`src/design/swc_regs.svh`:
```
`ifndef SWC_REGS_SVH
`define SWC_REGS_SVH

// Register indexes; the byte address is four times the index.
`define SWC_IDX_OPTION 16'h0081
`define SWC_IDX_CONFIG 16'h2007
`define SWC_IDX_STATUS 16'h0003
`define SWC_IDX_WAKE_EN 16'h0010
`define SWC_IDX_WAKE_FLAG 16'h0011
`define SWC_IDX_WDT 16'h0012

// Register reset values.
`define SWC_OPTION_RST 8'hff
`define SWC_CONFIG_RST 8'hff
`define SWC_WAKE_EN_RST 8'h00

// Field positions.
`define SWC_OPT_PSA 3
`define SWC_OPT_PS_LSB 0
`define SWC_OPT_PS_MSB 2
`define SWC_CFG_WATCHDOG_CONFIG_ENABLE 2
`define SWC_STAT_PD 3
`define SWC_STAT_TO 4
`define SWC_STAT_STATE_LSB 8
`define SWC_STAT_STATE_MSB 11
`define SWC_WDT_PRE_LSB 16

// Wake sources: bit 0 external pin, bit 1 port change, bits 7:2 peripherals.
`define SWC_NSRC 8
`define SWC_NPERIPH 6
`define SWC_PIN_SRC_CAPABLE 2'b11

// Interrupt vector and bus responses.
`define SWC_VECTOR_ADDR 13'h0004
`define SWC_RESP_OKAY 2'b00
`define SWC_RESP_SLVERR 2'b10

`endif

```
`src/design/swc_pkg.sv`:
```
package swc_pkg;

   typedef enum logic [3:0] {
      SWC_RUN = 4'b0001,
      SWC_HALT = 4'b0010,
      SWC_EXEC = 4'b0100,
      SWC_VECTOR = 4'b1000
   } swc_state_type;

endpackage

```
`src/design/swc_top.sv`:
```
`timescale 1ns/1ps
`include "swc_regs.svh"
// Summary of operation
// - Halt with watchdog enabled clears its count; watchdog keeps running.
// - Entering halt clears power-down flag and sets time-out flag.
// - Oscillator driver is off while halted.
// - Every I/O pin keeps its drive state during halt.
// - Halt ends on master clear, watchdog time-out, or enabled wake interrupt.
// - Master clear gives full reset; other wakes resume without reset.
// - Watchdog wake from halt clears the time-out flag.
// - Only the listed clock-free peripheral interrupts can wake from halt.
// - Peripherals needing core clock phases raise no interrupts while halted.
// - Halt prefetches the instruction at the following address.
// - Wake needs the source enable; global enable does not matter.
// - Global enable clear continues in line; set runs next then vectors.
// - Halt with an enabled flag already set acts as no-operation.
// - Interrupt during halt completes the halt, then wakes immediately (here a flag in the halt cycle makes it a no-operation).
// - Watchdog clear zeroes prescaler count when assigned to the watchdog, keeps prescaler assignment.
// - Time-out resets in normal operation, wakes while halted.
module swc_top #(
   parameter int ADDR_W = 16,
   parameter int IO_W = 8,
   parameter int WDT_W = 8,
   parameter int PRE_W = 8
) (
   input wire logic sys_clk,
   input wire logic rst,
   input wire logic [ADDR_W-1:0] s_axi_awaddr,
   input wire logic s_axi_awvalid,
   output logic s_axi_awready,
   input wire logic [31:0] s_axi_wdata,
   input wire logic [3:0] s_axi_wstrb,
   input wire logic s_axi_wvalid,
   output logic s_axi_wready,
   output logic [1:0] s_axi_bresp,
   output logic s_axi_bvalid,
   input wire logic s_axi_bready,
   input wire logic [ADDR_W-1:0] s_axi_araddr,
   input wire logic s_axi_arvalid,
   output logic s_axi_arready,
   output logic [31:0] s_axi_rdata,
   output logic [1:0] s_axi_rresp,
   output logic s_axi_rvalid,
   input wire logic s_axi_rready,
   input wire logic master_clear_pin_n,
   input wire logic halt_instr,
   input wire logic watchdog_clear_instr,
   input wire logic global_irq_enable,
   input wire logic [`SWC_NSRC-1:0] irq_flag,
   input wire logic [`SWC_NPERIPH-1:0] periph_clockless,
   input wire logic wdt_osc_tick,
   input wire logic [IO_W-1:0] core_io_out,
   input wire logic [IO_W-1:0] core_io_oe,
   output logic [IO_W-1:0] io_out,
   output logic [IO_W-1:0] io_oe,
   output logic osc_drive_en,
   output swc_pkg::swc_state_type halt_state,
   output logic prefetch_req,
   output logic resume,
   output logic vector_req,
   output logic [12:0] vector_addr,
   output logic device_reset,
   output logic power_down_flag,
   output logic timeout_flag
);
   import swc_pkg::*;

   localparam logic [ADDR_W-1:0] A_OPTION = ADDR_W'({`SWC_IDX_OPTION, 2'b00});
   localparam logic [ADDR_W-1:0] A_CONFIG = ADDR_W'({`SWC_IDX_CONFIG, 2'b00});
   localparam logic [ADDR_W-1:0] A_STATUS = ADDR_W'({`SWC_IDX_STATUS, 2'b00});
   localparam logic [ADDR_W-1:0] A_WAKE_EN = ADDR_W'({`SWC_IDX_WAKE_EN, 2'b00});
   localparam logic [ADDR_W-1:0] A_WAKE_FLAG = ADDR_W'({`SWC_IDX_WAKE_FLAG, 2'b00});
   localparam logic [ADDR_W-1:0] A_WDT = ADDR_W'({`SWC_IDX_WDT, 2'b00});
   swc_state_type state_r, state_nxt;
   logic [7:0] option_r, config_r, wake_en_r, w_byte_r;
   logic master_clear_pin, watchdog_config_enable, run_st, halt_st, pending, wake;
   logic halt_do, wdt_run_reset, wdt_wake, dev_reset, wdt_clear, wdt_timeout;
   logic [WDT_W-1:0] wdt_count;
   logic [PRE_W-1:0] pre_count;
   logic aw_have_r, w_have_r, w_lane0_r, do_write, rd_hit;
   logic [ADDR_W-1:0] aw_addr_r;
   logic [31:0] rd_data;
   assign master_clear_pin = !master_clear_pin_n;
   assign watchdog_config_enable = config_r[`SWC_CFG_WATCHDOG_CONFIG_ENABLE];
   assign run_st = (state_r == SWC_RUN);
   assign halt_st = (state_r == SWC_HALT);

   swc_wake_gate #(
      .NSRC(`SWC_NSRC)
   ) u_gate (
      .irq_flag(irq_flag),
      .irq_enable(wake_en_r),
      .wake_capable({periph_clockless, `SWC_PIN_SRC_CAPABLE}),
      .halted(halt_st),
      .pending(pending),
      .wake(wake)
   );
   swc_watchdog #(
      .CNT_W(WDT_W),
      .PRE_W(PRE_W)
   ) u_wdt (
      .sys_clk(sys_clk),
      .rst(rst),
      .osc_tick(wdt_osc_tick),
      .enable(watchdog_config_enable),
      .clear(wdt_clear),
      .pre_assign(option_r[`SWC_OPT_PSA]),
      .pre_sel(option_r[`SWC_OPT_PS_MSB:`SWC_OPT_PS_LSB]),
      .count(wdt_count),
      .pre_count(pre_count),
      .timeout(wdt_timeout)
   );
   // Outside halt a time-out is a reset; in halt it is a wake.
   assign wdt_run_reset = !halt_st && watchdog_config_enable && wdt_timeout;
   assign wdt_wake = halt_st && watchdog_config_enable && wdt_timeout && !master_clear_pin;
   assign dev_reset = master_clear_pin || wdt_run_reset;
   // A flag already armed turns the halt into a no-operation.
   assign halt_do = run_st && halt_instr && !pending && !dev_reset;
   assign wdt_clear = halt_do || (watchdog_clear_instr && !halt_st && !dev_reset);
   always_comb begin
      state_nxt = state_r;
      case (state_r)
         SWC_RUN: begin
            if (halt_do) begin
               state_nxt = SWC_HALT;
            end
         end
         SWC_HALT: begin
            // An interrupt arriving with the halt makes it a no-operation, so it is never seen here.
            if (wake && global_irq_enable) begin
               state_nxt = SWC_EXEC;
            end else if (wake || wdt_wake) begin
               state_nxt = SWC_RUN;
            end
         end
         SWC_EXEC: begin
            state_nxt = SWC_VECTOR;
         end
         SWC_VECTOR: begin
            state_nxt = SWC_RUN;
         end
         default: begin
            state_nxt = SWC_RUN;
         end
      endcase
      if (dev_reset) begin
         state_nxt = SWC_RUN;
      end
   end

   always_ff @(posedge sys_clk or posedge rst) begin
      if (rst) begin
         state_r <= SWC_RUN;
      end else begin
         state_r <= state_nxt;
      end
   end
   // The state is exported straight from its flop.
   assign halt_state = state_r;
   always_ff @(posedge sys_clk or posedge rst) begin
      if (rst) begin
         prefetch_req <= 1'b0;
         resume <= 1'b0;
         vector_req <= 1'b0;
         vector_addr <= 13'h0000;
         device_reset <= 1'b0;
      end else begin
         prefetch_req <= halt_do;
         resume <= halt_st && (state_nxt != SWC_HALT) && !dev_reset;
         vector_req <= (state_r == SWC_EXEC) && !dev_reset;
         // Same vector as an ordinary interrupt entry.
         vector_addr <= ((state_r == SWC_EXEC) && !dev_reset) ? `SWC_VECTOR_ADDR : 13'h0000;
         device_reset <= dev_reset;
      end
   end

   always_ff @(posedge sys_clk or posedge rst) begin
      if (rst) begin
         osc_drive_en <= 1'b1;
      end else begin
         osc_drive_en <= (state_nxt != SWC_HALT);
      end
   end

   // Pins freeze from the halt cycle on, so they show the drive from before it.
   always_ff @(posedge sys_clk or posedge rst) begin
      if (rst) begin
         io_out <= '0;
         io_oe <= '0;
      end else if (!halt_st && (state_nxt != SWC_HALT)) begin
         io_out <= core_io_out;
         io_oe <= core_io_oe;
      end
   end

   // The time-out event wins over a set in the same cycle.
   always_ff @(posedge sys_clk or posedge rst) begin
      if (rst) begin
         power_down_flag <= 1'b1;
         timeout_flag <= 1'b1;
      end else if (wdt_run_reset || wdt_wake) begin
         timeout_flag <= 1'b0;
      end else if (halt_do) begin
         power_down_flag <= 1'b0;
         timeout_flag <= 1'b1;
      end else if (watchdog_clear_instr && run_st && !dev_reset) begin
         power_down_flag <= 1'b1;
         timeout_flag <= 1'b1;
      end
   end

   // Write path: address and data are taken in either order.
   assign do_write = aw_have_r && w_have_r && !s_axi_bvalid;

   always_ff @(posedge sys_clk or posedge rst) begin
      if (rst) begin
         aw_have_r <= 1'b0;
         aw_addr_r <= '0;
         s_axi_awready <= 1'b1;
      end else if (s_axi_awvalid && s_axi_awready) begin
         aw_have_r <= 1'b1;
         aw_addr_r <= s_axi_awaddr;
         s_axi_awready <= 1'b0;
      end else if (do_write) begin
         aw_have_r <= 1'b0;
      end else if (s_axi_bvalid && s_axi_bready) begin
         s_axi_awready <= 1'b1;
      end
   end

   always_ff @(posedge sys_clk or posedge rst) begin
      if (rst) begin
         w_have_r <= 1'b0;
         w_byte_r <= 8'h00;
         w_lane0_r <= 1'b0;
         s_axi_wready <= 1'b1;
      end else if (s_axi_wvalid && s_axi_wready) begin
         w_have_r <= 1'b1;
         w_byte_r <= s_axi_wdata[7:0];
         w_lane0_r <= s_axi_wstrb[0];
         s_axi_wready <= 1'b0;
      end else if (do_write) begin
         w_have_r <= 1'b0;
      end else if (s_axi_bvalid && s_axi_bready) begin
         s_axi_wready <= 1'b1;
      end
   end

   always_ff @(posedge sys_clk or posedge rst) begin
      if (rst) begin
         s_axi_bvalid <= 1'b0;
         s_axi_bresp <= `SWC_RESP_OKAY;
      end else if (do_write) begin
         s_axi_bvalid <= 1'b1;
         if ((aw_addr_r == A_OPTION) || (aw_addr_r == A_CONFIG) || (aw_addr_r == A_WAKE_EN)) begin
            s_axi_bresp <= `SWC_RESP_OKAY;
         end else begin
            s_axi_bresp <= `SWC_RESP_SLVERR;
         end
      end else if (s_axi_bready) begin
         s_axi_bvalid <= 1'b0;
      end
   end

   // A device reset restores the option register like power-on does.
   always_ff @(posedge sys_clk or posedge rst) begin
      if (rst) begin
         option_r <= `SWC_OPTION_RST;
      end else if (dev_reset) begin
         option_r <= `SWC_OPTION_RST;
      end else if (do_write && w_lane0_r && (aw_addr_r == A_OPTION)) begin
         option_r <= w_byte_r;
      end
   end

   always_ff @(posedge sys_clk or posedge rst) begin
      if (rst) begin
         config_r <= `SWC_CONFIG_RST;
         wake_en_r <= `SWC_WAKE_EN_RST;
      end else if (do_write && w_lane0_r) begin
         if (aw_addr_r == A_CONFIG) begin
            config_r <= w_byte_r;
         end else if (aw_addr_r == A_WAKE_EN) begin
            wake_en_r <= w_byte_r;
         end
      end
   end

   always_comb begin
      rd_data = 32'h0000_0000;
      rd_hit = 1'b1;
      if (s_axi_araddr == A_OPTION) begin
         rd_data[7:0] = option_r;
      end else if (s_axi_araddr == A_CONFIG) begin
         rd_data[7:0] = config_r;
      end else if (s_axi_araddr == A_STATUS) begin
         rd_data[`SWC_STAT_PD] = power_down_flag;
         rd_data[`SWC_STAT_TO] = timeout_flag;
         rd_data[`SWC_STAT_STATE_MSB:`SWC_STAT_STATE_LSB] = state_r;
      end else if (s_axi_araddr == A_WAKE_EN) begin
         rd_data[7:0] = wake_en_r;
      end else if (s_axi_araddr == A_WAKE_FLAG) begin
         rd_data[7:0] = irq_flag;
      end else if (s_axi_araddr == A_WDT) begin
         rd_data[WDT_W-1:0] = wdt_count;
         rd_data[`SWC_WDT_PRE_LSB +: PRE_W] = pre_count;
      end else begin
         rd_hit = 1'b0;
      end
   end

   always_ff @(posedge sys_clk or posedge rst) begin
      if (rst) begin
         s_axi_arready <= 1'b1;
         s_axi_rvalid <= 1'b0;
         s_axi_rdata <= 32'h0000_0000;
         s_axi_rresp <= `SWC_RESP_OKAY;
      end else if (s_axi_arvalid && s_axi_arready) begin
         s_axi_arready <= 1'b0;
         s_axi_rvalid <= 1'b1;
         s_axi_rdata <= rd_data;
         s_axi_rresp <= rd_hit ? `SWC_RESP_OKAY : `SWC_RESP_SLVERR;
      end else if (s_axi_rvalid && s_axi_rready) begin
         s_axi_rvalid <= 1'b0;
         s_axi_arready <= 1'b1;
      end
   end
endmodule // swc_top

```
`src/design/swc_wake_gate.sv`:
```
`timescale 1ns/1ps
`include "swc_regs.svh"
module swc_wake_gate #(
   parameter int NSRC = `SWC_NSRC
) (
   input wire logic [NSRC-1:0] irq_flag,
   input wire logic [NSRC-1:0] irq_enable,
   input wire logic [NSRC-1:0] wake_capable,
   input wire logic halted,
   output logic pending,
   output logic wake
);
   logic [NSRC-1:0] armed;
   logic [NSRC-1:0] qual;

   genvar i;
   generate
      for (i = 0; i < NSRC; i++) begin : g_src
         // A source only counts once its own enable is set.
         assign armed[i] = irq_flag[i] & irq_enable[i];
         // Sources that need core clock phases are ignored while halted.
         assign qual[i] = armed[i] & (wake_capable[i] | ~halted);
      end
   endgenerate

   assign pending = |armed;
   // Global enable plays no part in waking.
   assign wake = halted & (|qual);
endmodule // swc_wake_gate

```
`src/design/swc_watchdog.sv`:
```
`timescale 1ns/1ps
module swc_watchdog #(
   parameter int CNT_W = 8,
   parameter int PRE_W = 8
) (
   input wire logic sys_clk,
   input wire logic rst,
   input wire logic osc_tick,
   input wire logic enable,
   input wire logic clear,
   input wire logic pre_assign,
   input wire logic [2:0] pre_sel,
   output logic [CNT_W-1:0] count,
   output logic [PRE_W-1:0] pre_count,
   output logic timeout
);
   logic [PRE_W-1:0] mask;
   logic tick_out;

   always_comb begin
      mask = (PRE_W'(1) << pre_sel) - PRE_W'(1);
      tick_out = osc_tick && (!pre_assign || ((pre_count & mask) == mask));
   end

   // The count keeps running on its own tick regardless of the core state.
   always_ff @(posedge sys_clk or posedge rst) begin
      if (rst) begin
         count <= '0;
         pre_count <= '0;
      end else if (!enable) begin
         count <= '0;
         pre_count <= '0;
      end else if (clear) begin
         count <= '0;
         // The assignment bit itself is left alone.
         if (pre_assign) begin
            pre_count <= '0;
         end
      end else begin
         if (osc_tick && pre_assign) begin
            pre_count <= pre_count + PRE_W'(1);
         end
         if (tick_out) begin
            count <= count + CNT_W'(1);
         end
      end
   end

   always_ff @(posedge sys_clk or posedge rst) begin
      if (rst) begin
         timeout <= 1'b0;
      end else begin
         timeout <= enable && !clear && tick_out && (&count);
      end
   end
endmodule // swc_watchdog

```
`config.mk`:
```
export PLATFORM = sky130hd
export DESIGN_NAME = swc_top
export DESIGN_NICKNAME = d
export VERILOG_FILES = /design/src/design/swc_pkg.sv /design/src/design/swc_top.sv /design/src/design/swc_wake_gate.sv /design/src/design/swc_watchdog.sv
export VERILOG_INCLUDE_DIRS = /design/src /design/src/design
export SDC_FILE = /design/constraint.sdc
export NUM_CORES = 1
export LEC_CHECK = 0
export BUFFER_PORTS_ARGS = -buffer_cell sky130_fd_sc_hd__buf_2
export CORE_AREA = 2 2 118 120
export CTS_CLUSTER_DIAMETER = 150
export DETAILED_ROUTE_END_ITERATION = 10
export DIE_AREA = 0 0 120 122
export PLACE_DENSITY = 0.7
export SLEW_MARGIN = 5
export SYNTH_ARGS = -nofsm -noshare
export SYNTH_HDL_FRONTEND = slang
export SYNTH_SLANG_ARGS = --single-unit
```
`constraint.sdc`:
```
create_clock -name sys_clk -period 4.1 [get_ports sys_clk]
set_clock_uncertainty 0.15 [all_clocks]
set_input_delay 0.205 -clock sys_clk [delete_from_list [all_inputs] [get_ports sys_clk]]
set_output_delay 0.205 -clock sys_clk [all_outputs]
set_load 0.005 [all_outputs]
```
# Yosys cells after proc, flatten, opt, wreduce, memory -nomap -nowiden
# Cells that the tools add are included.
dict set report totals {
  register_bits 127
  mem_bits_rw 0
  mem_bits_ro 0
  word_cells 198
  latch_bits 0
  memories 0
  output_inout_bits 81
}
dict set report op_classes {
  bitwise_logic 25
  n_reduce_logical 63
  div 0
  n_shift 1
  n_eq_ne 19
  order_cmp 0
  n_addsub 3
  multipliers 0
  n_mux 57
}
# cell count
set op_table {}
lappend op_table {{8-bit two-way mux} 20}
lappend op_table {{16-bit by 7-bit == test with 1-bit output, second input constant} 4}
lappend op_table {{16-bit by 10-bit == test with 1-bit output, second input constant} 2}
lappend op_table {{16-bit == test, second input constant} 2}
lappend op_table {{1-bit logical AND} 31}
lappend op_table {{4-bit two-way mux} 7}
lappend op_table {{1-bit two-way mux} 23}
lappend op_table {{8-bit by 1-bit adder with 8-bit output, second input constant} 2}
lappend op_table {{16-bit by 4-bit == test with 1-bit output, second input constant} 1}
lappend op_table {{2-bit nonzero test} 8}
lappend op_table {{8-bit OR reduction} 2}
lappend op_table {{1-bit AND} 15}
lappend op_table {{4-bit case mux with 3 select lines} 1}
lappend op_table {{2-bit AND reduction} 5}
lappend op_table {{3-bit two-way mux} 3}
lappend op_table {{8-bit AND} 1}
lappend op_table {{8-bit == test} 1}
lappend op_table {{8-bit AND reduction} 1}
lappend op_table {{1-bit by 3-bit << shifter with 8-bit output, first input constant} 1}
lappend op_table {{8-bit by 2-bit subtractor with 8-bit output, second input constant} 1}
lappend op_table {{1-bit zero test} 7}
lappend op_table {{1-bit logical OR} 7}
lappend op_table {{2-bit two-way mux} 3}
lappend op_table {{3-bit by 1-bit != test with 1-bit output, second input constant} 2}
lappend op_table {{10 further kinds} 18}

# Depth between registers and ports, before layout
dict set report logic_depth {
  depth_word 14
  ltp_mapped 8
  depth_no_buf 5
}

# Modules after synthesis
# Synthesis repeated with hierarchy kept, for this count alone.
dict set report unflattened {
  hier_cells 559
  area_unflattened_um2 6223.5
}
# mod area_each_um2 n_inst cells_each
set by_module_without_submodules {}
lappend by_module_without_submodules {swc_top 4967.3 1 415}
lappend by_module_without_submodules {swc_watchdog 1146.1 1 126}
lappend by_module_without_submodules {swc_wake_gate 110.1 1 18}

# Least setup slack after synthesis
# Ideal clock, no wire load.
dict set report synth_path {
  path_kind {register -> register}
  start {register wake_en_r[2]}
  end {register io_oe[0]}
  synth_period_minus_slack_ns 2.097
  path_buffers 2
  path_slack_ns 2.003
  path_stages_with_launch 8
  t_required_ns 3.825
  t_arrival_ns 1.823
  path_cell_list {dfrtp_1 > a222oi_1 > and4_1 > and2_4 > or2_1 > buf_6 > buf_6 > mux2_2}
}
dict set report synth_via {
  elab_cells_between_ends 17
}
# element line
set synth_rtl {}
lappend synth_rtl {{start: declaration} swc_top.sv:75} ;# logic [7:0] option_r, config_r, wake_en_r, w_byte_r;
lappend synth_rtl {{start signal: assignment} swc_top.sv:279} ;# wake_en_r <= `SWC_WAKE_EN_RST;
lappend synth_rtl {{start signal: assignment} swc_top.sv:284} ;# wake_en_r <= w_byte_r;
lappend synth_rtl {{1-bit AND} swc_wake_gate.sv:20} ;# assign armed[i] = irq_flag[i] & irq_enable[i];
lappend synth_rtl {{8-bit OR reduction} swc_wake_gate.sv:26} ;# assign pending = |armed;
lappend synth_rtl {{1-bit zero test} swc_top.sv:118} ;# assign halt_do = run_st && halt_instr && !pending && !dev_reset;
lappend synth_rtl {{1-bit logical AND (2 in series)} swc_top.sv:118}
lappend synth_rtl {{via halt_do} swc_top.sv:77} ;# logic halt_do, wdt_run_reset, wdt_wake, dev_reset, wdt_clear, wdt_timeout;
lappend synth_rtl {{4-bit two-way mux} swc_top.sv:124} ;# if (halt_do) begin
lappend synth_rtl {{4-bit case mux with 3 select lines} swc_top.sv:122} ;# case (state_r)
lappend synth_rtl {{4-bit two-way mux} swc_top.sv:146} ;# if (dev_reset) begin
lappend synth_rtl {{4-bit by 2-bit != test with 1-bit output} swc_top.sv:190} ;# end else if (!halt_st && (state_nxt != SWC_HALT)) begin
lappend synth_rtl {{1-bit logical AND} swc_top.sv:190}
lappend synth_rtl {{end signal: assignment} swc_top.sv:192} ;# io_oe <= core_io_oe;
lappend synth_rtl {{end: declaration} swc_top.sv:55} ;# output logic [IO_W-1:0] io_oe,
# The timed path passes the listed nets, and every way through them passes these cells.
# A chain may end at the register's enable or synchronous reset.

# Final worst setup path
dict set report layout_path {
  start {register wake_en_r[2]}
  end {register io_oe[7]}
}
# The elaborated chain is that of the path after synthesis.

==> metrics.md <==
| Metric | Value |
|---|---|
| Run status | `finished clean` |
| Clk sinks | `~120` |
| CP Capture Type | `flop` |
| Peak VDD IR | `0.4131 mV` |
| Initial DRC count | `roughly 160` |
| Cells after synthesis | `523` |
| CP Launch Point | `wake_en_r[2]` |
| Top cells by area, synth | `dfrtp_1 (42%), mux2_2 (11%), dfstp_2 (10%)` |
| ANT nets after route | `0` |
| Initial antenna violation count | `0` |
| Pre-antenna DRT Iters | `5` |
| Number of synthesized flops with an enable pin | `0` |
| Die height | `between 100 and 150 um` |
| CTS tree | `yes` |
| Least-Margin Pin Slew | `approximately 1.1 ns` |
| H-tree levels | `4` |
| Async set-reset flop share out of synthesis | `between 90% and 100%` |
| Fraction of final layout cells with drive strength greater than 1 | `between 30 and 40%` |
| Top_reg_cell synth | `dfrtp_1` |
| Placer congestion estimate | `between 0.8 and 0.9` |
| Unrepaired setup endpoints after global routing | `no` |
| Type of origin of the critical path | `flop` |
| Synthesized area | `slightly below 6000 um2` |
| Number of synthesis warnings | `0` |
| Final Hold Fails | `0` |
| Row count | `43` |
| Syn avg cell area | `roughly 11 um2` |
| Final wirelength | `around 14 mm` |
| Die ar. | `~15,000 um2` |
| Crit path max fanout | `16` |
| Crit Path Category | `flop to flop` |
| Clock-pin slew on the worst setup and hold paths | `~0.060 ns` |
| Hold Path Origin | `s_axi_araddr[15]` |
| CTS Buf Count | `17` |
| Vias | `around 4,700` |
| Hold WS | `approximately 0.057 ns` |
| Crit path required time | `~4.3 ns` |
| Port bufs | `137` |
| Clock Latency Late Sink | `about 0.42 ns` |
| Vias in the first global route | `around 4,700` |
| Hold Path Class | `input pin to flop` |
| DRC | `0` |
| WL per Instance | `about 16 um` |
| Yosys top cell by area | `dfrtp_1` |
| Worst path arrival time | `approximately 2.7 ns` |
| DP HPWL | `slightly below 10 mm` |
| Max Buffers Root-to-Sink | `2` |
| Via/cell ratio | `between 5 and 6` |
| Area grow syn2layout | `32.11%` |
| Seq/Total Area, Yosys | `52.27%` |
| Reg-to-Reg Start | `wake_en_r[2]` |
| FMAX | `slightly below 400 MHz` |
| CTS resizes | `0` |
| ANT cells | `0` |
| CORE AREA | `about 14,000 um2` |
| Final Max Tran Viols | `0` |
| Static Leak | `3.559 nW` |
| Post-synthesis cell type count | `62` |
| First-pass GRT wire length | `between 20 and 25 mm` |
| Slew headroom | `roughly a quarter` |
| Final setup vio count | `0` |
| Max_cap viols | `0` |
| Total global-route track usage | `20.14%` |
| Io pins | `191` |
| Grt ovf | `0` |
| Die W | `between 100 and 150 um` |
| Post-layout net count | `approximately 820` |
| Setup TNS | `0 ns` |
| Yosys top cell area share | `~42%` |
| Final period utilization | `approximately three fifths` |
| #FFs+latches synth | `122` |
| Post-route minimum period | `2.540 ns` |
| Largest net degree at the start of global routing | `just under 90` |
| Initial Util | `~44%` |
| Root Driver | `clkbuf_16` |
| Cell area power density | `approximately 480 nW/um2` |
## cells in the final DEF, fill, tap and decap left out, drive strengths merged, types with 4 or more instances in the layout
master	n
dfstp	23
nor2b	6
a2bb2oi	8
nor3	5
o21ai	19
a21oi	16
nor4b	5
a22o	17
o22ai	7
mux2	57
or2	4
bufinv	5
and3	4
clkinv	6
nand2	33
nor2	38
nor4	6
buf	139
conb	26
or4	4
dfrtp	99
and2	6
nand3	23
clkbuf	17
mux2i	16
dlygate4sd3	54
o31ai	5
a211oi	6
nand4	7
a21o	4
or3	4
inv	12
## sequential cells by signal, indices dropped and copies added (netlist names), 4 cells and up
register,flops
wake_en_r,8
u_wdt.pre_count,8
s_axi_rdata,20
w_byte_r,8
io_out,8
u_wdt.count,8
config_r,8
aw_addr_r,16
option_r,8
halt_state,4
io_oe,8
## cells by family after synthesis
kind of cell | after synthesis | synth area share [%]
AOI/OAI and AO/OA | 101 | 12.25
xor gates and xnor gates | 3 | 0.4458
adders and majority gates | 2 | 0.4244
buffers and inverters | 61 | 6.091
DFF | 122 | 52.27
muxes | 73 | 13.60
other | 1 | 0.06361
and+or+nand+nor | 160 | 14.86
## worst max-delay path: stages, from the launching register on
cell and delay, ns:
dfrtp_1 0.41, a222oi_1 0.37, and4_1 0.32, and2_4 0.19
or2_1 0.56, mux2_2 0.43
## routing by layer
layer,vias up,share of wire (%),GRT usage [%],wire (um)
met1,2287,42,24.95,6063
li1,2247,-,-,-
met3,22,5.8,5.946,828
met2,151,50,33.13,7156
met5,-,0,0,0
met4,0,1.8,8.162,251
## path summary, 6_finish.rpt
path / endpoint / slack [ns] / depth (start not counted)
max in group asynchronous: s_axi_arready / 2.43 / 4
hold reg to reg: io_oe[3] / 0.34 / 1
min in group asynchronous: w_byte_r[5] / 0.45 / 3
setup / recovery: io_oe[7] / 1.56 / 5
hold / removal: s_axi_rdata[4] / 0.06 / 3
setup reg to reg: io_oe[7] / 1.56 / 5
## cell usage after synthesis (all sizes together) (4+ instances only)
cell type	number
nor3	5
and3	4
a21o	4
inv	11
nand3	23
nand4	7
or4	4
and2	6
nor4	6
mux2i	16
buf	39
o21ai	19
a21oi	16
nand2	33
clkbuf	11
nor2b	6
o31ai	5
a2bb2oi	8
o22ai	7
or3	4
a22o	17
nor2	38
a211oi	6
dfrtp	99
dfstp	23
mux2	57
nor4b	5
or2	4
## stage by stage
| step | instances | instance area [um2] | setup WS (ns) | total power, mW | util [%] |
|---|---|---|---|---|---|
| after global routing | 903 | 7789 | 1.402 | 3.926 | 57.68 |
| final | 903 | 7789 | 1.560 | 3.745 | 57.68 |
| after detailed placement | 817 | 6600 | 1.462 | 2.090 | 48.87 |
| after global placement | 817 | 6600 | 1.605 | 2.057 | 48.87 |
| after floorplan | 548 | 5989 | 0.5405 | 1.880 | - |
| after CTS | 903 | 7789 | 1.527 | 3.777 | 57.68 |
## where the power goes
group | internal [mW] | switching (mW) | total [mW]
combinational | 0.309 | 0.231 | 0.540
clock | 1.08 | 0.553 | 1.63
sequential | 1.42 | 0.158 | 1.58
total | 2.80 | 0.941 | 3.75
## timing repair
action	4_1_cts	5_1_grt
endpoints found under the setup margin	0	0
endpoints found under the hold margin	120	0
setup buffers	0	0
hold buffers	54	0
## area by class of cell
class | instances | area [um2]
Clock buffer | 17 | 425.4
Clock inverter | 15 | 222.7
Fill cell | 1112 | 5715
Inverter | 11 | 43.79
Multi-Input combinational cell | 365 | 2549
Sequential cell | 122 | 3082
Tap cell | 180 | 225.2
Timing Repair Buffer | 193 | 1241
Power figures use the tool's default switching activity.
